$ cat src/verilog/fesp_pkg.sv
package fesp_pkg;

  localparam int CLK_PERIOD_NS = 100;

  // flash word command interface
  localparam logic [21:0] CMD_ADDR         = 22'h005555;
  localparam logic [21:0] UNLOCK2_ADDR     = 22'h002AAA;
  localparam logic [21:0] ID_MAN_ADDR      = 22'h000000;
  localparam logic [21:0] ID_DEV_ADDR      = 22'h000001;
  localparam logic [21:0] BOOT_LO_LAST     = 22'h007FFF;
  localparam logic [21:0] BOOT_HI_FIRST    = 22'h3F8000;
  localparam logic [15:0] CODE_UNLOCK1     = 16'h00AA;
  localparam logic [15:0] CODE_UNLOCK2     = 16'h0055;
  localparam logic [15:0] CODE_ERASE_SETUP = 16'h0080;
  localparam logic [15:0] CODE_CHIP_ERASE  = 16'h0010;
  localparam logic [15:0] CODE_PROGRAM     = 16'h00A0;
  localparam logic [15:0] CODE_ID_ENTRY    = 16'h0090;
  localparam logic [15:0] CODE_QUERY_ENTRY = 16'h0098;
  localparam logic [15:0] CODE_EXIT        = 16'h00F0;
  localparam logic [15:0] CODE_SUSPEND     = 16'h00B0;
  localparam int          POLL_BIT         = 7;
  localparam int          TOGGLE_BIT       = 6;

  // times in ns and derived clock counts
  localparam int WE_LOW_NS       = 40;
  localparam int GLITCH_MIN_NS   = 5;
  localparam int READ_ACCESS_NS  = 90;
  localparam int READ_CYCLE_NS   = 90;
  localparam int SETTLE_NS       = 1000;
  localparam int PROG_MAX_NS     = 10000;
  localparam int SUSPEND_NS      = 20000;
  localparam int RESET_PULSE_NS  = 500;
  localparam int RESET_RECOV_NS  = 500;

  function automatic int ns_to_cyc_up(input int ns);
    int c;
    c = (ns + CLK_PERIOD_NS - 1) / CLK_PERIOD_NS;
    return (c < 1) ? 1 : c;
  endfunction : ns_to_cyc_up

  localparam int WE_LOW_CYC      = ns_to_cyc_up((WE_LOW_NS > GLITCH_MIN_NS) ? WE_LOW_NS
                                                                             : GLITCH_MIN_NS + 1);
  localparam int READ_ACCESS_CYC = ns_to_cyc_up(READ_ACCESS_NS);
  localparam int ABORT_CYC       = ns_to_cyc_up(READ_CYCLE_NS);
  localparam int SETTLE_CYC      = ns_to_cyc_up(SETTLE_NS);
  localparam int PROG_MAX_CYC    = ns_to_cyc_up(PROG_MAX_NS);
  localparam int SUSPEND_CYC     = ns_to_cyc_up(SUSPEND_NS);
  localparam int RESET_PULSE_CYC = ns_to_cyc_up(RESET_PULSE_NS);
  localparam int RESET_RECOV_CYC = ns_to_cyc_up(RESET_RECOV_NS);

  // software register map (byte offsets)
  localparam logic [7:0] REG_CTRL   = 8'h00;
  localparam logic [7:0] REG_ADDR   = 8'h04;
  localparam logic [7:0] REG_WDATA  = 8'h08;
  localparam logic [7:0] REG_STATUS = 8'h0C;
  localparam logic [7:0] REG_RDATA  = 8'h10;
  localparam logic [7:0] REG_ID_MAN = 8'h14;
  localparam logic [7:0] REG_ID_DEV = 8'h18;
  localparam logic [7:0] REG_PROT   = 8'h1C;
  localparam int ST_BUSY    = 0;
  localparam int ST_DONE    = 1;
  localparam int ST_REFUSED = 2;
  localparam int ST_TIMEOUT = 3;
  localparam int ST_MISMATCH = 4;

  typedef enum logic [2:0] {
    OP_READ, OP_PROG, OP_CHIP_ERASE, OP_ID, OP_QRY_ENTER, OP_QRY_EXIT, OP_RESET, OP_SUSPEND
  } fesp_op_t;

  function automatic logic [3:0] seq_len(input fesp_op_t op);
    case (op)
      OP_PROG:       return 4'h4;
      OP_CHIP_ERASE: return 4'h6;
      OP_ID:         return 4'h3;
      OP_QRY_ENTER:  return 4'h3;
      OP_QRY_EXIT:   return 4'h1;
      OP_SUSPEND:    return 4'h1;
      default:       return 4'h0;
    endcase
  endfunction : seq_len

  // {address, data} of write number idx in the sequence of op
  function automatic logic [37:0] seq_word(input fesp_op_t op, input logic [3:0] idx,
                                           input logic [21:0] a, input logic [15:0] d);
    logic [37:0] w;
    w = {CMD_ADDR, CODE_EXIT};
    case (idx)
      4'h0, 4'h3: w = {CMD_ADDR, CODE_UNLOCK1};
      4'h1, 4'h4: w = {UNLOCK2_ADDR, CODE_UNLOCK2};
      default:    w = {CMD_ADDR, CODE_EXIT};
    endcase
    case (op)
      OP_PROG: begin
        if (idx == 4'h2) w = {CMD_ADDR, CODE_PROGRAM};
        if (idx == 4'h3) w = {a, d};
      end
      OP_CHIP_ERASE: begin
        if (idx == 4'h2) w = {CMD_ADDR, CODE_ERASE_SETUP};
        if (idx == 4'h5) w = {CMD_ADDR, CODE_CHIP_ERASE};
      end
      OP_ID:        if (idx == 4'h2) w = {CMD_ADDR, CODE_ID_ENTRY};
      OP_QRY_ENTER: if (idx == 4'h2) w = {CMD_ADDR, CODE_QUERY_ENTRY};
      OP_QRY_EXIT:  w = {CMD_ADDR, CODE_EXIT};
      OP_SUSPEND:   w = {CMD_ADDR, CODE_SUSPEND};
      default:      w = {CMD_ADDR, CODE_EXIT};
    endcase
    return w;
  endfunction : seq_word

endpackage : fesp_pkg

$ cat src/verilog/fesp_ctrl.sv
// Contract
// - chip erase: six writes, last 10H@5555H
// - keep protect pin steady during sequences
// - trust full word 1 us later
// - status reads use address in region
// - confirm completion with two more reads
// - wait recovery after reset release
// - host supplies unlock prefixes (the controller writes the AAH@5555H, 55H@2AAAH prefixes itself)
// - query entry 98H@5555H, exit command
//
// Implementation choices: the plain strobed port and the placing of the registers.
module fesp_ctrl
  import fesp_pkg::*;
#(
  parameter int          ERASE_TIMEOUT_CYC = 1000000,
  parameter logic        BOOT_TOP          = 1'b0
) (
  // clock and reset
  input  wire logic        CLK_I,
  input  wire logic        RESET_I,
  // register port
  input  wire logic [7:0]  ADDR_I,
  input  wire logic [31:0] WDATA_I,
  input  wire logic        WR_I,
  input  wire logic        RD_I,
  output logic [31:0]      RDATA_O,
  // flash pins
  output logic [21:0]      FL_ADDR_O,
  input  wire logic [15:0] FL_DQ_I,
  output logic [15:0]      FL_DQ_O,
  output logic             FL_DQ_OE_O,
  output logic             FL_CE_N_O,
  output logic             FL_WE_N_O,
  output logic             FL_OE_N_O,
  output logic             FL_WP_N_O,
  output logic             FL_RST_N_O
);

  typedef enum logic [3:0] {
    S_IDLE, S_SEQ, S_SEQ_W, S_POLL, S_POLL_W, S_SETTLE, S_FINAL, S_FINAL_W,
    S_ID0, S_ID0_W, S_ID1, S_ID1_W, S_EXIT, S_EXIT_W, S_RST, S_WAIT
  } fesp_state_t;

  fesp_state_t st_q;
  fesp_op_t    op_q;
  logic [21:0] addr_q;
  logic [15:0] wdata_q;
  logic [15:0] rdata_q;
  logic [15:0] id_man_q;
  logic [15:0] id_dev_q;
  logic [15:0] prev_q;
  logic        first_q;
  logic [1:0]  stable_q;
  logic [3:0]  idx_q;
  logic [31:0] tmo_q;
  logic [31:0] wait_q;
  logic        prot_q;
  logic        done_q;
  logic        refused_q;
  logic        timeout_q;
  logic        mismatch_q;
  logic        rst_n_q;
  logic        cyc_start;
  logic        cyc_write;
  logic [21:0] cyc_addr;
  logic [15:0] cyc_data;
  logic        cyc_done;
  logic [15:0] cyc_rdata;
  logic [37:0] step;
  logic        busy;
  logic        start_req;
  logic        clr_done;
  logic        in_boot;
  logic        poll_ok;
  logic        finish;

  assign busy      = (st_q != S_IDLE);
  assign start_req = WR_I && (ADDR_I == REG_CTRL) && !busy;
  assign clr_done  = WR_I && (ADDR_I == REG_STATUS) && WDATA_I[ST_DONE];
  assign step      = seq_word(op_q, idx_q, addr_q, wdata_q);
  assign in_boot   = BOOT_TOP ? (addr_q >= BOOT_HI_FIRST) : (addr_q <= BOOT_LO_LAST);
  assign finish    = busy && (st_q == S_WAIT) && (wait_q == 32'h0);

  // completion: toggle flag stopped and poll bit showing the final value
  always_comb begin
    poll_ok = (cyc_rdata[TOGGLE_BIT] == prev_q[TOGGLE_BIT]);
    if (op_q == OP_PROG)
      poll_ok = poll_ok && (cyc_rdata[POLL_BIT] == wdata_q[POLL_BIT]);
    else
      poll_ok = poll_ok && cyc_rdata[POLL_BIT];
  end

  // protect level only changes between operations
  always_ff @(posedge CLK_I or posedge RESET_I) begin
    if (RESET_I) prot_q <= 1'b1;
    else if (WR_I && (ADDR_I == REG_PROT) && !busy) prot_q <= WDATA_I[0];
  end

  always_ff @(posedge CLK_I or posedge RESET_I) begin
    if (RESET_I) begin
      st_q       <= S_IDLE;
      op_q       <= OP_READ;
      addr_q     <= 22'h000000;
      wdata_q    <= 16'h0000;
      rdata_q    <= 16'h0000;
      id_man_q   <= 16'h0000;
      id_dev_q   <= 16'h0000;
      prev_q     <= 16'h0000;
      first_q    <= 1'b1;
      stable_q   <= 2'h0;
      idx_q      <= 4'h0;
      tmo_q      <= 32'h0;
      wait_q     <= 32'h0;
      refused_q  <= 1'b0;
      timeout_q  <= 1'b0;
      mismatch_q <= 1'b0;
      rst_n_q    <= 1'b1;
      cyc_start  <= 1'b0;
      cyc_write  <= 1'b0;
      cyc_addr   <= 22'h000000;
      cyc_data   <= 16'h0000;
    end else begin
      cyc_start <= 1'b0;
      if (WR_I && (ADDR_I == REG_ADDR) && !busy) addr_q <= WDATA_I[21:0];
      if (WR_I && (ADDR_I == REG_WDATA) && !busy) wdata_q <= WDATA_I[15:0];
      case (st_q)
        S_IDLE: begin
          if (start_req) begin
            op_q       <= fesp_op_t'(WDATA_I[2:0]);
            idx_q      <= 4'h0;
            refused_q  <= 1'b0;
            timeout_q  <= 1'b0;
            mismatch_q <= 1'b0;
            first_q    <= 1'b1;
            stable_q   <= 2'h0;
            case (fesp_op_t'(WDATA_I[2:0]))
              OP_READ: begin
                cyc_start <= 1'b1;
                cyc_write <= 1'b0;
                cyc_addr  <= addr_q;
                st_q      <= S_FINAL_W;
              end
              OP_CHIP_ERASE: begin
                // a protected part would drop it anyway, so do not issue
                if (!prot_q) begin
                  refused_q <= 1'b1;
                  st_q      <= S_WAIT;
                  wait_q    <= 32'h0;
                end else st_q <= S_SEQ;
              end
              OP_PROG: begin
                if (!prot_q && in_boot) begin
                  refused_q <= 1'b1;
                  st_q      <= S_WAIT;
                  wait_q    <= 32'h0;
                end else st_q <= S_SEQ;
              end
              OP_RESET: begin
                rst_n_q <= 1'b0;
                wait_q  <= 32'(RESET_PULSE_CYC - 1);
                st_q    <= S_RST;
              end
              default: st_q <= S_SEQ;
            endcase
          end
        end
        S_SEQ: begin
          // every program or erase carries its unlock prefix
          cyc_start <= 1'b1;
          cyc_write <= 1'b1;
          cyc_addr  <= step[37:16];
          cyc_data  <= step[15:0];
          st_q      <= S_SEQ_W;
        end
        S_SEQ_W: begin
          if (cyc_done) begin
            idx_q <= idx_q + 4'h1;
            if (idx_q + 4'h1 != seq_len(op_q)) st_q <= S_SEQ;
            else begin
              case (op_q)
                // status is valid only once the last write has ended
                OP_PROG: begin
                  tmo_q <= 32'(PROG_MAX_CYC);
                  st_q  <= S_POLL;
                end
                OP_CHIP_ERASE: begin
                  tmo_q <= 32'(ERASE_TIMEOUT_CYC);
                  st_q  <= S_POLL;
                end
                OP_ID: st_q <= S_ID0;
                OP_SUSPEND: begin
                  wait_q <= 32'(SUSPEND_CYC);
                  st_q   <= S_WAIT;
                end
                default: begin
                  wait_q <= 32'(ABORT_CYC);
                  st_q   <= S_WAIT;
                end
              endcase
            end
          end
        end
        S_POLL: begin
          cyc_start <= 1'b1;
          cyc_write <= 1'b0;
          cyc_addr  <= addr_q;
          st_q      <= S_POLL_W;
        end
        S_POLL_W: begin
          if (tmo_q != 32'h0) tmo_q <= tmo_q - 32'h1;
          if (cyc_done) begin
            prev_q  <= cyc_rdata;
            first_q <= 1'b0;
            if (!first_q && poll_ok) begin
              // two further agreeing reads before believing completion
              if (stable_q == 2'h2) begin
                wait_q <= 32'(SETTLE_CYC);
                st_q   <= S_SETTLE;
              end else begin
                stable_q <= stable_q + 2'h1;
                st_q     <= S_POLL;
              end
            end else if (tmo_q == 32'h0) begin
              timeout_q <= 1'b1;
              wait_q    <= 32'h0;
              st_q      <= S_WAIT;
            end else begin
              stable_q <= 2'h0;
              st_q     <= S_POLL;
            end
          end
        end
        S_SETTLE: begin
          if (wait_q == 32'h0) st_q <= S_FINAL;
          else wait_q <= wait_q - 32'h1;
        end
        S_FINAL: begin
          cyc_start <= 1'b1;
          cyc_write <= 1'b0;
          cyc_addr  <= addr_q;
          st_q      <= S_FINAL_W;
        end
        S_FINAL_W: begin
          if (cyc_done) begin
            rdata_q <= cyc_rdata;
            if (op_q == OP_PROG && cyc_rdata != wdata_q) mismatch_q <= 1'b1;
            if (op_q == OP_CHIP_ERASE && cyc_rdata != 16'hFFFF) mismatch_q <= 1'b1;
            wait_q <= 32'h0;
            st_q   <= S_WAIT;
          end
        end
        S_ID0: begin
          cyc_start <= 1'b1;
          cyc_write <= 1'b0;
          cyc_addr  <= ID_MAN_ADDR;
          st_q      <= S_ID0_W;
        end
        S_ID0_W: if (cyc_done) begin
          id_man_q <= cyc_rdata;
          st_q     <= S_ID1;
        end
        S_ID1: begin
          cyc_start <= 1'b1;
          cyc_write <= 1'b0;
          cyc_addr  <= ID_DEV_ADDR;
          st_q      <= S_ID1_W;
        end
        S_ID1_W: if (cyc_done) begin
          id_dev_q <= cyc_rdata;
          st_q     <= S_EXIT;
        end
        S_EXIT: begin
          cyc_start <= 1'b1;
          cyc_write <= 1'b1;
          cyc_addr  <= CMD_ADDR;
          cyc_data  <= CODE_EXIT;
          st_q      <= S_EXIT_W;
        end
        S_EXIT_W: if (cyc_done) begin
          wait_q <= 32'(ABORT_CYC);
          st_q   <= S_WAIT;
        end
        S_RST: begin
          if (wait_q == 32'h0) begin
            rst_n_q <= 1'b1;
            wait_q  <= 32'(RESET_RECOV_CYC);
            st_q    <= S_WAIT;
          end else wait_q <= wait_q - 32'h1;
        end
        S_WAIT: begin
          if (wait_q == 32'h0) st_q <= S_IDLE;
          else wait_q <= wait_q - 32'h1;
        end
        default: st_q <= S_IDLE;
      endcase
    end
  end

  // completion flag: a new completion wins over a software clear
  always_ff @(posedge CLK_I or posedge RESET_I) begin
    if (RESET_I) done_q <= 1'b0;
    else if (finish) done_q <= 1'b1;
    else if (clr_done || start_req) done_q <= 1'b0;
  end

  always_ff @(posedge CLK_I or posedge RESET_I) begin
    if (RESET_I) RDATA_O <= 32'h0;
    else if (RD_I) begin
      case (ADDR_I)
        REG_CTRL:   RDATA_O <= {29'h0, op_q};
        REG_ADDR:   RDATA_O <= {10'h0, addr_q};
        REG_WDATA:  RDATA_O <= {16'h0, wdata_q};
        REG_STATUS: RDATA_O <= {27'h0, mismatch_q, timeout_q, refused_q, done_q, busy};
        REG_RDATA:  RDATA_O <= {16'h0, rdata_q};
        REG_ID_MAN: RDATA_O <= {16'h0, id_man_q};
        REG_ID_DEV: RDATA_O <= {16'h0, id_dev_q};
        REG_PROT:   RDATA_O <= {31'h0, prot_q};
        default:    RDATA_O <= 32'h0;
      endcase
    end else RDATA_O <= 32'h0;
  end

  assign FL_WP_N_O  = prot_q;
  assign FL_RST_N_O = rst_n_q;

  fesp_cycle u_cycle (
    .clk_i      (CLK_I),
    .rst_i      (RESET_I),
    .start_i    (cyc_start),
    .write_i    (cyc_write),
    .addr_i     (cyc_addr),
    .data_i     (cyc_data),
    .done_o     (cyc_done),
    .rdata_o    (cyc_rdata),
    .fl_addr_o  (FL_ADDR_O),
    .fl_dq_i    (FL_DQ_I),
    .fl_dq_o    (FL_DQ_O),
    .fl_dq_oe_o (FL_DQ_OE_O),
    .fl_ce_n_o  (FL_CE_N_O),
    .fl_we_n_o  (FL_WE_N_O),
    .fl_oe_n_o  (FL_OE_N_O)
  );

endmodule : fesp_ctrl

$ cat src/verilog/fesp_cycle.sv
module fesp_cycle
  import fesp_pkg::*;
(
  // clock and reset
  input  wire logic        clk_i,
  input  wire logic        rst_i,
  // request
  input  wire logic        start_i,
  input  wire logic        write_i,
  input  wire logic [21:0] addr_i,
  input  wire logic [15:0] data_i,
  output logic             done_o,
  output logic [15:0]      rdata_o,
  // flash pins
  output logic [21:0]      fl_addr_o,
  input  wire logic [15:0] fl_dq_i,
  output logic [15:0]      fl_dq_o,
  output logic             fl_dq_oe_o,
  output logic             fl_ce_n_o,
  output logic             fl_we_n_o,
  output logic             fl_oe_n_o
);

  typedef enum logic [1:0] {C_IDLE, C_SETUP, C_ACT, C_HOLD} fesp_cyc_t;

  fesp_cyc_t  st_q;
  logic [7:0] cnt_q;
  logic       wr_q;

  always_ff @(posedge clk_i or posedge rst_i) begin
    if (rst_i) begin
      st_q       <= C_IDLE;
      cnt_q      <= 8'h00;
      wr_q       <= 1'b0;
      done_o     <= 1'b0;
      rdata_o    <= 16'h0000;
      fl_addr_o  <= 22'h000000;
      fl_dq_o    <= 16'h0000;
      fl_dq_oe_o <= 1'b0;
      fl_ce_n_o  <= 1'b1;
      fl_we_n_o  <= 1'b1;
      fl_oe_n_o  <= 1'b1;
    end else begin
      done_o <= 1'b0;
      case (st_q)
        C_IDLE: begin
          if (start_i) begin
            st_q       <= C_SETUP;
            wr_q       <= write_i;
            fl_addr_o  <= addr_i;
            fl_dq_o    <= data_i;
            fl_dq_oe_o <= write_i;
            fl_ce_n_o  <= 1'b0;
            fl_oe_n_o  <= write_i;
          end
        end
        C_SETUP: begin
          st_q      <= C_ACT;
          fl_we_n_o <= ~wr_q;
          cnt_q     <= wr_q ? 8'(WE_LOW_CYC - 1) : 8'(READ_ACCESS_CYC - 1);
        end
        C_ACT: begin
          // strobe held well past the glitch filter, gate kept high while writing
          if (cnt_q == 8'h00) begin
            st_q      <= C_HOLD;
            fl_we_n_o <= 1'b1;
            fl_oe_n_o <= 1'b1;
            if (!wr_q) rdata_o <= fl_dq_i;
          end else begin
            cnt_q <= cnt_q - 8'h01;
          end
        end
        C_HOLD: begin
          st_q       <= C_IDLE;
          fl_ce_n_o  <= 1'b1;
          fl_dq_oe_o <= 1'b0;
          done_o     <= 1'b1;
        end
        default: st_q <= C_IDLE;
      endcase
    end
  end

endmodule : fesp_cycle

$ cat config.mk
export PLATFORM = sky130hd
export DESIGN_NAME = fesp_ctrl
export DESIGN_NICKNAME = d
export VERILOG_FILES = /design/src/verilog/fesp_pkg.sv /design/src/verilog/fesp_ctrl.sv /design/src/verilog/fesp_cycle.sv
export SDC_FILE = /design/constraint.sdc
export NUM_CORES = 1
export LEC_CHECK = 0
export BUFFER_PORTS_ARGS = -buffer_cell sky130_fd_sc_hd__clkbuf_2
export CAP_MARGIN = 20
export CORE_UTILIZATION = 60
export CTS_CLUSTER_SIZE = 10
export DETAILED_ROUTE_END_ITERATION = 12
export PLACE_DENSITY = 0.8
export SLEW_MARGIN = 10
export SYNTH_ARGS = -nofsm -noshare
export SYNTH_HDL_FRONTEND = slang
export SYNTH_SLANG_ARGS = --single-unit
$ cat constraint.sdc
create_clock -name CLK_I -period 12.1 [get_ports CLK_I]
set_input_delay 1.21 -clock CLK_I [delete_from_list [all_inputs] [get_ports CLK_I]]
set_output_delay 1.21 -clock CLK_I [all_outputs]
set_load 0.03 [all_outputs]
Word-level counts from Yosys, hierarchy flattened:

Index checks and enable logic that the tools add are counted.

* reductions and logical operators: 80
* $add $sub $neg: 5
* multiplexer cells: 106
* equal/unequal tests: 76
* $lt $le $gt $ge: 1
* bitwise logic cells: 1

Operators by type and width (number)
* $mux W32: 17
* $mux W38: 6
* $pmux W32 S7: 1
* $pmux W32 S2: 3
* $pmux W38 S5: 1
* $pmux W22 S8: 1
* $pmux W22 S6: 1
* $pmux W32 S3: 1
* $mux W4: 18
* $logic_not A32 Y1: 2
* $sub A32 B1 Y32 const B: 2
* $pmux W31 S2: 1
* $pmux W4 S15: 1
* $mux W22: 2
* $eq A4 B4 Y1 const B: 8
* $eq A8 B5 Y1 const B: 4
* $pmux W16 S2: 1
* $reduce_bool A32 Y1: 1
* $mux W1: 25
* $eq A4 B3 Y1 const B: 6
* $ne A3 B3 Y1 const B: 8
* $le A22 B15 Y1 const B: 1
* $ne A2 B1 Y1 const B: 11
* $ne A2 B2 Y1 const B: 11
* other kinds (51): 136

* logic and storage cells: 304
* flip-flop bits (word level): 319
* input bits: 60

Logic depth before layout (Yosys ltp):

Gate-level depths: netlist (run 1).

* word-level depth: 9
* gate-level depth with buffers: 11
* depth with buffers taken out: 9

Cells and area by module:

From an unflattened synthesis (run 1), not the netlist that was laid out.

* cells, all modules: 1435
* area total of the unflattened synthesis: 15010.6 sq um

Modules (own cells, without submodules)
* fesp_ctrl: cells each 1233, times used 1, area each 12037.8 sq um, seq. area each 5834.3 sq um
* fesp_cycle: cells each 202, times used 1, area each 2972.9 sq um, seq. area each 1755.4 sq um

Worst setup path after synthesis (run 1):

OpenSTA, ideal clock, no wires.

* kind: input to register
* from: input port ADDR_I[1]
* to: register wait_q[14]
* required time: 11968 ps
* path buffers: 2
* path slack: 8799 ps
* setup time: 132 ps
* arrival time: 3169 ps
* stages on the path: 9
* path through: or4_4 buf_6 o41ai_4 o21ai_2 nor3_4 o2111ai_4 buf_6 o21ai_0 o31ai_1

* cells in the longest elaborated chain, start to end: 5

Ends and longest elaborated chain
* start, declared: line fesp_ctrl.sv:22 `input wire logic [7:0] ADDR_I,`
* $logic_not A8 Y1: line fesp_ctrl.sv:78 `assign start_req = WR_I && (ADDR_I == REG_CTRL) && !busy;`
* $logic_and A1 B1 Y1 (2 in a row): line fesp_ctrl.sv:78
* $ne A2 B2 Y1 (no source line)
* $reduce_and A14 Y1 (no source line)
* end signal, assigned: line fesp_ctrl.sv:160 `wait_q <= 32'(RESET_PULSE_CYC - 1);`
* end signal, assigned: line fesp_ctrl.sv:192 `wait_q <= 32'(SUSPEND_CYC);`
* end signal, assigned: line fesp_ctrl.sv:196 `wait_q <= 32'(ABORT_CYC);`
* end, declared: line fesp_ctrl.sv:56 `logic [31:0] wait_q;`

No other way between the ends.
A chain may end at the register's enable or synchronous reset.

Worst setup path in the final report (run 1):

* from: input port ADDR_I[2]
* to: register cyc_addr[12]

* cells in the longest elaborated chain, start to end: 5

Ends and longest elaborated chain
* $logic_not A8 Y1: line fesp_ctrl.sv:78
* $logic_and A1 B1 Y1 (2 in a row): line fesp_ctrl.sv:78
* $ne A2 B2 Y1 (no source line)
* $reduce_and A3 Y1 (no source line)
* end signal, assigned: line fesp_ctrl.sv:140 `cyc_addr <= addr_q;`
* end signal, assigned: line fesp_ctrl.sv:171 `cyc_addr <= step[37:16];`
* end signal, assigned: line fesp_ctrl.sv:206 `cyc_addr <= addr_q;`
* end, declared: line fesp_ctrl.sv:65 `logic [21:0] cyc_addr;`

No other way between the ends.

==> results.toml, run 1 <==
[run_status]
status = "finished clean"

[place]
dpl.hpwl_um = 25070
place.gp.congestion = 0.9074
io_buffers = 115
postPlaceCellArea_um2 = 15710

[finish]
fill_cells = 1743
finalInstanceArea_um2 = 16830
final_nets = 1575
drive_gt1_share_pct = 24.64
final_util_pct = 68.81
antenna_cells = 0
register_area_um2 = 7590
multiInputGateArea_um2 = 6910
area_growth_pct = 12.09

[worst_setup_path]
start_kind = "primary input"
crit_chain = "clkbuf_2 -> or3_2 -> nor3_4 -> nand3_2 -> nor4_1 -> nor3_2 -> buf_4 -> inv_2 -> o21ai_1 -> o32a_1"
critPathTopFamily = "simple AND/OR/NAND/NOR gates"
slowest_delay_ns = 0.60
worstPathArrival_ns = 4.24
cp.buffers_inverters = 3
crit_path_max_fanout = 24
cp-end-kind = "flop"
worstPathRequired_ns = 12.50
crit_path_top_delay_cell = "or3_2"
crit_type = "in2reg"

[timing]
period_needed_ns = 3.832
finalSetupViolations = 0
fin_setup_tns_ns = 0
worst_pin_slew_ns = 1.115
grt_setup_unrepaired = "no"
slew_viol_final = 0
finClkSkew_ns = 0.02516
fmax_mhz = 260.9
period_share_pct = 31.67
holdWs_ns = 0.4593
slew_headroom_pct = 25.66
hold_viol = 0

[floorplanning]
die_h_um = 160.2
die_w_um = 160.2
core_um2 = 24460
io_pins = 136
initial_core_util_pct = 61.39
row_count = 57
dieArea_um2 = 25670

[clocking]
cts_num_sinks = 303
cts_tree = "yes"
cts_buffers = 36
htree_levels = 2
clk_pin_slew_worst_paths_ns = 0.05
ctsResizeCount = 0
clockBufferDepth = 3
cts_setup_buffers = 0
clock_latency_ns = 0.54
clock-root-buffer = "clkbuf_16"
cts_hold_buf = 0

[flow_run]
maxCapViolations = 0

[synth]
synth_cell_types = 96
synth_top_flop_cell = "dfrtp_1"
synth_cells = 1407
synthArstFlopShare_pct = 100.0
synth_edf_count = 0
synth_area_leaders = "dfrtp_1 49%, mux2_2 11%, o21ai_0 3.8%"
synth_area_per_cell_um2 = 10.67
syn_area_um2 = 15020
ys_ff_latch = 303
yosysTopAreaCell = "dfrtp_1"
yosys_warnings = 0
yosysSeqAreaShare_pct = 50.54
synthDominantCellAreaShare_pct = 49.49

[global_routing]
grt.overflow.total = 0
grt_pass1_wl_um = 60500
antenna_found_initial = 0
grt_pass1_vias = 11387
grt_max_degree = 140
grt_usage_pct = 29.42

[power_and_ir_drop]
vdd_drop_max_mv = 0.1661
p_leak_nw = 7.612
powerDensity_nw_per_um2 = 229.8

[routing]
drc = 0
via_per_inst = 6.433
totalWireLength_um = 37500
wire_per_inst_um = 20.36
drt_iter0_markers = 1183
firstDrtPassIters = 6
ant_nets = 0
vias = 11849

[worst_hold_path]
hold_path.class = "reg2reg"
## where the power goes
group | leakage [nW] | internal (mW) | switching, mW
Combinational | 3.12 | 0.542 | 0.828
Clock | 0.498 | 0.559 | 0.413
Sequential | 3.99 | 1.26 | 0.266
## cell usage after synthesis, types with 6 or more instances
master    instances
ha_1             14
and2_1           17
and3_1           13
o22ai_1           6
a21oi_1          80
a22oi_1          24
nand2b_1         17
o32a_1            8
or4_1            12
buf_1             8
nand4_1          17
nor4_1           19
inv_1            24
o21ai_0         114
xnor2_1          24
a31oi_1          27
nor2_1          103
buf_2            20
a222oi_1         13
o22a_1            7
nand3_1          28
nand2_1          89
or3_1            15
dfrtp_1         297
nor3_1           32
buf_4            10
a22o_1           21
dfstp_2           6
o31ai_1          16
clkbuf_1         40
mux2_2          149
## cell usage in the layout (no fill, tap or decap), types with 13 or more instances in the layout
master       n
a22o_1      21
nor3_1      29
ha_1        14
o21ai_0    114
and2_1      17
dfrtp_1    297
inv_1       23
clkbuf_16   36
a22oi_1     24
nand4_1     17
clkbuf_2   115
clkbuf_1    15
nand3_1     28
buf_4       17
nand2b_1    17
nand2_1     89
o31ai_1     16
nor4_1      17
xnor2_1     24
or3_1       15
a31oi_1     27
a222oi_1    13
and3_1      13
nor2_1     103
mux2_2     149
a21oi_1     80
## area by class of cell
type,instances,share of cell area [%]
clock buffer,52,5.768
inverter,26,0.6244
clock inverter,3,0.4534
timing repair buffer,137,4.608
tap,324,2.408
sequential,303,45.09
multi-input combinational,997,41.05
## per-stage QoR
stage / std cells / total power, mW / worst slack [ns]
final: 1842 / 3.869 / 8.268
after global routing: 1842 / 4.092 / 8.161
after CTS: 1837 / 3.851 / 8.337
after detailed placement: 1782 / 2.874 / 7.812
after global placement: 1782 / 2.813 / 7.838
after floorplan: 1416 / 2.561 / 2.526
## worst paths after layout
kind	startpoint	end	depth (start not counted)	slack (ns)
worst min-delay path	first_q	first_q	2	0.46
worst min register to register	first_q	first_q	2	0.46
worst max-delay path	ADDR_I[2]	cyc_addr[12]	10	8.27
max in group asynchronous	RESET_I	id_dev_q[9]	4	9.84
min in group asynchronous	RESET_I	tmo_q[13]	2	0.91
worst max register to register	st_q[1]	wait_q[0]	7	8.55
## worst reg2reg max path, stage by stage, from the launching register on
cell       delay [ns]
dfrtp_1          0.90
nor4b_2          0.79
o21ai_0          0.32
o211a_1          0.22
nor3_4           0.23
o2111ai_4        0.42
a2111oi_0        0.44
a21oi_1          0.07
## kinds of logic after synthesis
group / count (synthesis) / synth area share [%]
AND/OR/NAND/NOR: 419 / 15.01
AO/OA/AOI/OAI: 375 / 16.37
flip-flops: 303 / 50.54
multiplexers: 152 / 11.37
buffers and inverters: 116 / 3.932
XOR/XNOR: 26 / 1.516
adder cells (fa/ha/maj): 15 / 1.233
other: 1 / 0.02497
## sequential cells by signal (all words and copies together) (netlist names), 2 cells and up
register           count
tmo_q                 32
u_cycle.st_q           2
RDATA_O               22
idx_q                  4
id_dev_q              16
wait_q                32
cyc_data              16
wdata_q               16
id_man_q              16
op_q                   3
u_cycle.cnt_q          8
u_cycle.fl_addr_o     22
u_cycle.fl_dq_o       16
cyc_addr              22
rdata_q               16
stable_q               2
addr_q                22
st_q                   4
u_cycle.rdata_o       16
## routing by layer
metal	global-route usage [%]	share of wire, %	vias up
li1	-	-	5386
met1	43.25	43	5822
met2	45.51	46	574
met3	4.519	8.4	67
met4	8.312	1.7	0
met5	0	0	-
No activity file was read; power rests on OpenSTA's default activity.
==> inputs of run 2 (changes only) <==
Settings changed: CORE_UTILIZATION 60 to 54, PLACE_DENSITY 0.8 to 0.76.
Clock period 12.1 ns to 3.5 ns, I/O delays scaled along.
==> run 2 against run 1 <==
  * The flow now finishes with violations (hold timing)
  * Cell count grew 4.5%
  * Design area grew 1.9%
  * Global-route usage shrank 2.1 points
  * Via count grew 0.41%
  * Register-to-register slack lost 8.2 ns
  * Core utilization shrank 5.5 points
  * Non-clock buffer count grew 25
  * Clock power grew to 3.7 times the previous value
  * Flip-flop and latch count is the same
  * Power grew to 3.5 times the previous value
  * First-iteration DRC count grew 16%
==> results.toml, run 2 (synthesized netlist as in run 1, its figures left out) <==
[worst_setup_path]
cp-end-kind = "flop"
crit_type = "reg2reg"
startpoint = "tmo_q[0]"
r2r-start = "tmo_q[0]"
worstPathRequired_ns = 3.91
start_kind = "flop"
crit_path_max_fanout = 22
worstPathArrival_ns = 3.56

[global_routing]
grt_pass1_wl_um = 61810
antenna_found_initial = 2
grt_pass1_vias = 11540
grt.overflow.total = 0
grt_usage_pct = 27.31
grt_max_degree = 86

[place]
postPlaceCellArea_um2 = 16030
place.gp.congestion = 0.9185
io_buffers = 115
dpl.hpwl_um = 26190
dp.cells = 1860

[routing]
ant_nets = 0
via_per_inst = 6.181
wire_per_inst_um = 19.71
totalWireLength_um = 37950
drc = 0
vias = 11898
drt_iter0_markers = 1378
firstDrtPassIters = 6

[floorplanning]
io_pins = 136
die_w_um = 168.8
dieArea_um2 = 28480
row_count = 60
core_um2 = 27100
die_h_um = 168.8
initial_core_util_pct = 55.42

[clocking]
cts_num_sinks = 303
clock_latency_ns = 0.53
clk_pin_slew_worst_paths_ns = 0.06
cts_tree = "yes"
cts_setup_buffers = 0
cts_hold_buf = 0
htree_levels = 2
clock-root-buffer = "clkbuf_16"
cts_buffers = 37
clockBufferDepth = 3
ctsResizeCount = 0

[power_and_ir_drop]
pwr-share-comb_pct = 35.2
sw_frac_of_total_pct = 38.11
internal_power_mw = 8.463
p_switching_mw = 5.212
vdd_drop_max_mv = 0.6389
p_leak_nw = 7.768
power_frac_seq_pct = 38.6
pwr-share-clk_pct = 26.1
powerDensity_nw_per_um2 = 796.9

[finish]
antenna_cells = 0
final_util_pct = 63.32
final_cell_mix = "297 x dfrtp_1, 149 x mux2_2, 115 x clkbuf_2, 114 x o21ai_0, 103 x nor2_1"
area_growth_pct = 14.27
largestRegisters = "tmo_q x32, wait_q x32"
fin_cells = 1925
final_nets = 1601
finalInstanceArea_um2 = 17160
final_common_cell = "dfrtp_1"
drive_gt1_share_pct = 25.82

[timing]
fmax_mhz = 316.6
fin_setup_tns_ns = 0
slew_viol_final = 0
holdWs_ns = -0.007620
worst_pin_slew_ns = 0.9081
finalSetupViolations = 0
period_share_pct = 90.24
hold_viol = 12
slew_headroom_pct = 39.31
grt_setup_unrepaired = "no"
period_needed_ns = 3.158
finClkSkew_ns = 0.02106

[run_status]
status = "complete, but fails checks"
violations = "hold timing"

[worst_hold_path]
hold_path.class = "in2async"

[flow_run]
maxCapViolations = 0
[run 2: path summary, 6_finish.rpt]
check | cells after the start | end | slack (ns)
min in group CLK_I | 2 | u_cycle.rdata_o[14] | 0.06
min | 2 | u_cycle.fl_addr_o[10] | -0.008
min reg2reg | 2 | first_q | 0.46
max reg2reg | 10 | tmo_q[10] | 0.34
max in group asynchronous | 3 | u_cycle.fl_oe_n_o | 2.57
max | 10 | tmo_q[10] | 0.34
[run 2: per-stage QoR]
step / hold WS, ns / worst slack, ns / total power [mW]
after floorplan: 0.4356 / -0.8741 / 8.854
after global placement: 0.4452 / 0.4159 / 9.875
after detailed placement: 0.4506 / 0.3753 / 10.06
after CTS: 0.001371 / 0.3604 / 13.68
after global routing: 0.04166 / 0.08062 / 14.53
final: -0.007620 / 0.3417 / 13.68
[run 2: layer usage]
layer | vias to the layer above | wire length (µm) | track usage (%)
met5 | - | 0 | 0
met4 | 0 | 857 | 8.300
met3 | 73 | 2805 | 4.349
met2 | 477 | 17270 | 42.18
met1 | 5887 | 17020 | 39.76
li1 | 5461 | - | -
[run 2: power by group through the flow]
stage                     Sequential, mW  Combinational [mW]  Clock [mW]
after detailed placement            5.31                4.76           0
after CTS                           5.26                4.79        3.64
after floorplan                     5.11                3.75           0
final                               5.28                4.82        3.58
after global routing                5.40                5.33        3.79
after global placement              5.25                4.62           0
[run 2: layout make-up]
type	count	area [µm²]
fillers	2087	9940
flip-flops and latches	303	7590
multi-input cells	997	6905
clock buffers	60	1022
repair buffers	162	965.9
well taps	372	465.4
clock inverters	5	111.4
inverters	26	101.3
[run 2: critical path, stage by stage (launching register included)]
cell and delay (ns):
dfrtp_1 0.43, inv_1 0.08, ha_1 0.23, or4b_1 0.48, nor3_1 0.28, nand2_1 0.13, o31a_1 0.32, o21ai_2 0.63
buf_4 0.30, o21ai_0 0.10, o31ai_1 0.08
==> inputs of run 3 (changes only) <==
Settings changed: RECOVER_POWER from default to 50.
==> run 3 against run 2 <==
  * The run ends with capacitance limit, slew limit left
  * Wire length decreased by 0.11%
  * Design area fell by 0.58%
  * Sequential share of layout area increased by 0.26 points
  * Power down 0.12%
  * Maximum frequency grew 0.49%
  * Sequential power barely moved
  * Flip-flop and latch count unchanged
  * Clock power about the same
  * Register-to-register slack improved by 0.02 ns
  * Worst hold slack gained 0.068 ns
  * Critical endpoint unchanged
==> results.toml, run 3 (synthesized netlist as in run 1, its figures left out) <==
[timing]
finClkSkew_ns = 0.02135
grt_setup_unrepaired = "no"
fin_ws_ns = 0.3570
finalSetupViolations = 0
worst_pin_slew_ns = 2.024
period_needed_ns = 3.143
period_share_pct = 89.80
hold_viol = 0
fin_setup_tns_ns = 0
fmax_mhz = 318.2
slew_headroom_pct = -34.92
slew_viol_final = 233

[place]
place_ws_ns = 0.3753
io_buffers = 115
place.gp.congestion = 0.9185
dpl.hpwl_um = 26190

[global_routing]
grt_pass1_wl_um = 61810
grt.overflow.total = 0
antenna_found_initial = 2
grt_max_degree = 86
grt_pass1_vias = 11540
grt_usage_pct = 27.31

[power_and_ir_drop]
finalPower_mw = 13.66
vdd_drop_max_mv = 0.6410
powerDensity_nw_per_um2 = 800.6
p_leak_nw = 7.650
power_frac_seq_pct = 38.7
p_switching_mw = 5.207
pwr-share-comb_pct = 35.2
internal_power_mw = 8.453
pwr-share-clk_pct = 26.2
sw_frac_of_total_pct = 38.12

[run_status]
violations = "capacitance limit, slew limit"
status = "complete, but fails checks"

[clocking]
clock-root-buffer = "clkbuf_16"
cts_hold_buf = 0
clock_latency_ns = 0.52
cts_tree = "yes"
clockBufferDepth = 3
clk_pin_slew_worst_paths_ns = 0.05
ctsResizeCount = 0
cts_num_sinks = 303
cts_buffers = 37
htree_levels = 2
cts_setup_buffers = 0

[routing]
drc = 0
firstDrtPassIters = 6
wire_per_inst_um = 19.69
ant_nets = 0
drt_iter0_markers = 1304
totalWireLength_um = 37910
vias = 11941
via_per_inst = 6.203

[floorplanning]
dieArea_um2 = 28480
core_um2 = 27100
row_count = 60
die_h_um = 168.8
initial_core_util_pct = 55.42
io_pins = 136
die_w_um = 168.8

[worst_setup_path]
crit_type = "reg2reg"
cp-end-kind = "flop"
start_kind = "flop"
worstPathRequired_ns = 3.90
worstPathArrival_ns = 3.55
r2r-start = "tmo_q[0]"
crit_path_max_fanout = 22
startpoint = "tmo_q[0]"

[finish]
largestRegisters = "tmo_q x32, wait_q x32"
fill_cells = 2114
final_nets = 1601
antenna_cells = 0
drive_gt1_share_pct = 23.82
final_util_pct = 62.95
area_growth_pct = 13.61
final_common_cell = "dfrtp_1"
final_cell_mix = "297 x dfrtp_1, 149 x mux2_2, 114 x o21ai_0, 103 x nor2_1, 92 x clkbuf_2"

[worst_hold_path]
min_from = "FL_DQ_I[14]"
hold_path.class = "in2reg"

[flow_run]
maxCapViolations = 4
run 3: cell types whose count changed in the layout (fill, tap and decap cells not counted), moves of 3 or more:
cell | before | now
buf_12 | 3 | 0
buf_4 | 44 | 41
clkbuf_1 | 22 | 51
clkbuf_2 | 115 | 92
run 3: final timing paths:
| kind | to | slack, ns | cells past startpoint |
|---|---|---|---|
| max | tmo_q[10] | 0.36 | 10 |
| min | u_cycle.rdata_o[14] | 0.06 | 2 |
| max reg2reg | tmo_q[10] | 0.36 | 10 |
| min reg2reg | first_q | 0.46 | 2 |
| max in group asynchronous | u_cycle.rdata_o[6] | 0.69 | 3 |
| min in group asynchronous | u_cycle.fl_addr_o[10] | 0.19 | 2 |
run 3: cell type report:
cell class | instances | area [µm²] | share of cell area, %
Sequential cell | 303 | 7590 | 44.49
Multi-Input combinational cell | 997 | 6897 | 40.42
Clock buffer | 60 | 1022 | 5.991
Timing Repair Buffer | 162 | 877.1 | 5.141
Tap cell | 372 | 465.4 | 2.728
Clock inverter | 5 | 111.4 | 0.6527
Inverter | 26 | 98.84 | 0.5793
run 3: layer usage:
layer,share of wire (%),global-route usage [%]
met5,0,0
met4,2.4,8.300
met3,7.1,4.349
met2,46,42.18
met1,45,39.76
run 3: power groups by stage:
stage	Clock (mW)	Combinational, mW	Sequential, mW
after detailed placement	0	4.76	5.31
after floorplan	0	3.75	5.11
final	3.57	4.80	5.28
after CTS	3.64	4.79	5.26
after global placement	0	4.62	5.25
after global routing	3.79	5.32	5.40
run 3: worst max-delay path, stage by stage (launching register included):
cell,delay (ns)
dfrtp_1,0.43
inv_1,0.08
ha_1,0.23
or4b_1,0.48
nor3_1,0.27
nand2_1,0.13
o31a_1,0.32
o21ai_2,0.63
buf_4,0.30
o21ai_0,0.10
o31ai_1,0.08
run 3: stage by stage:
stage | instances | instance area [µm²] | hold slack, ns
after floorplan | 1416 | 15060 | 0.4356
after global placement | 1860 | 16030 | 0.4452
after detailed placement | 1860 | 16030 | 0.4506
after CTS | 1925 | 17160 | 0.001371
after global routing | 1925 | 17060 | 0.04166
final | 1925 | 17060 | 0.06053
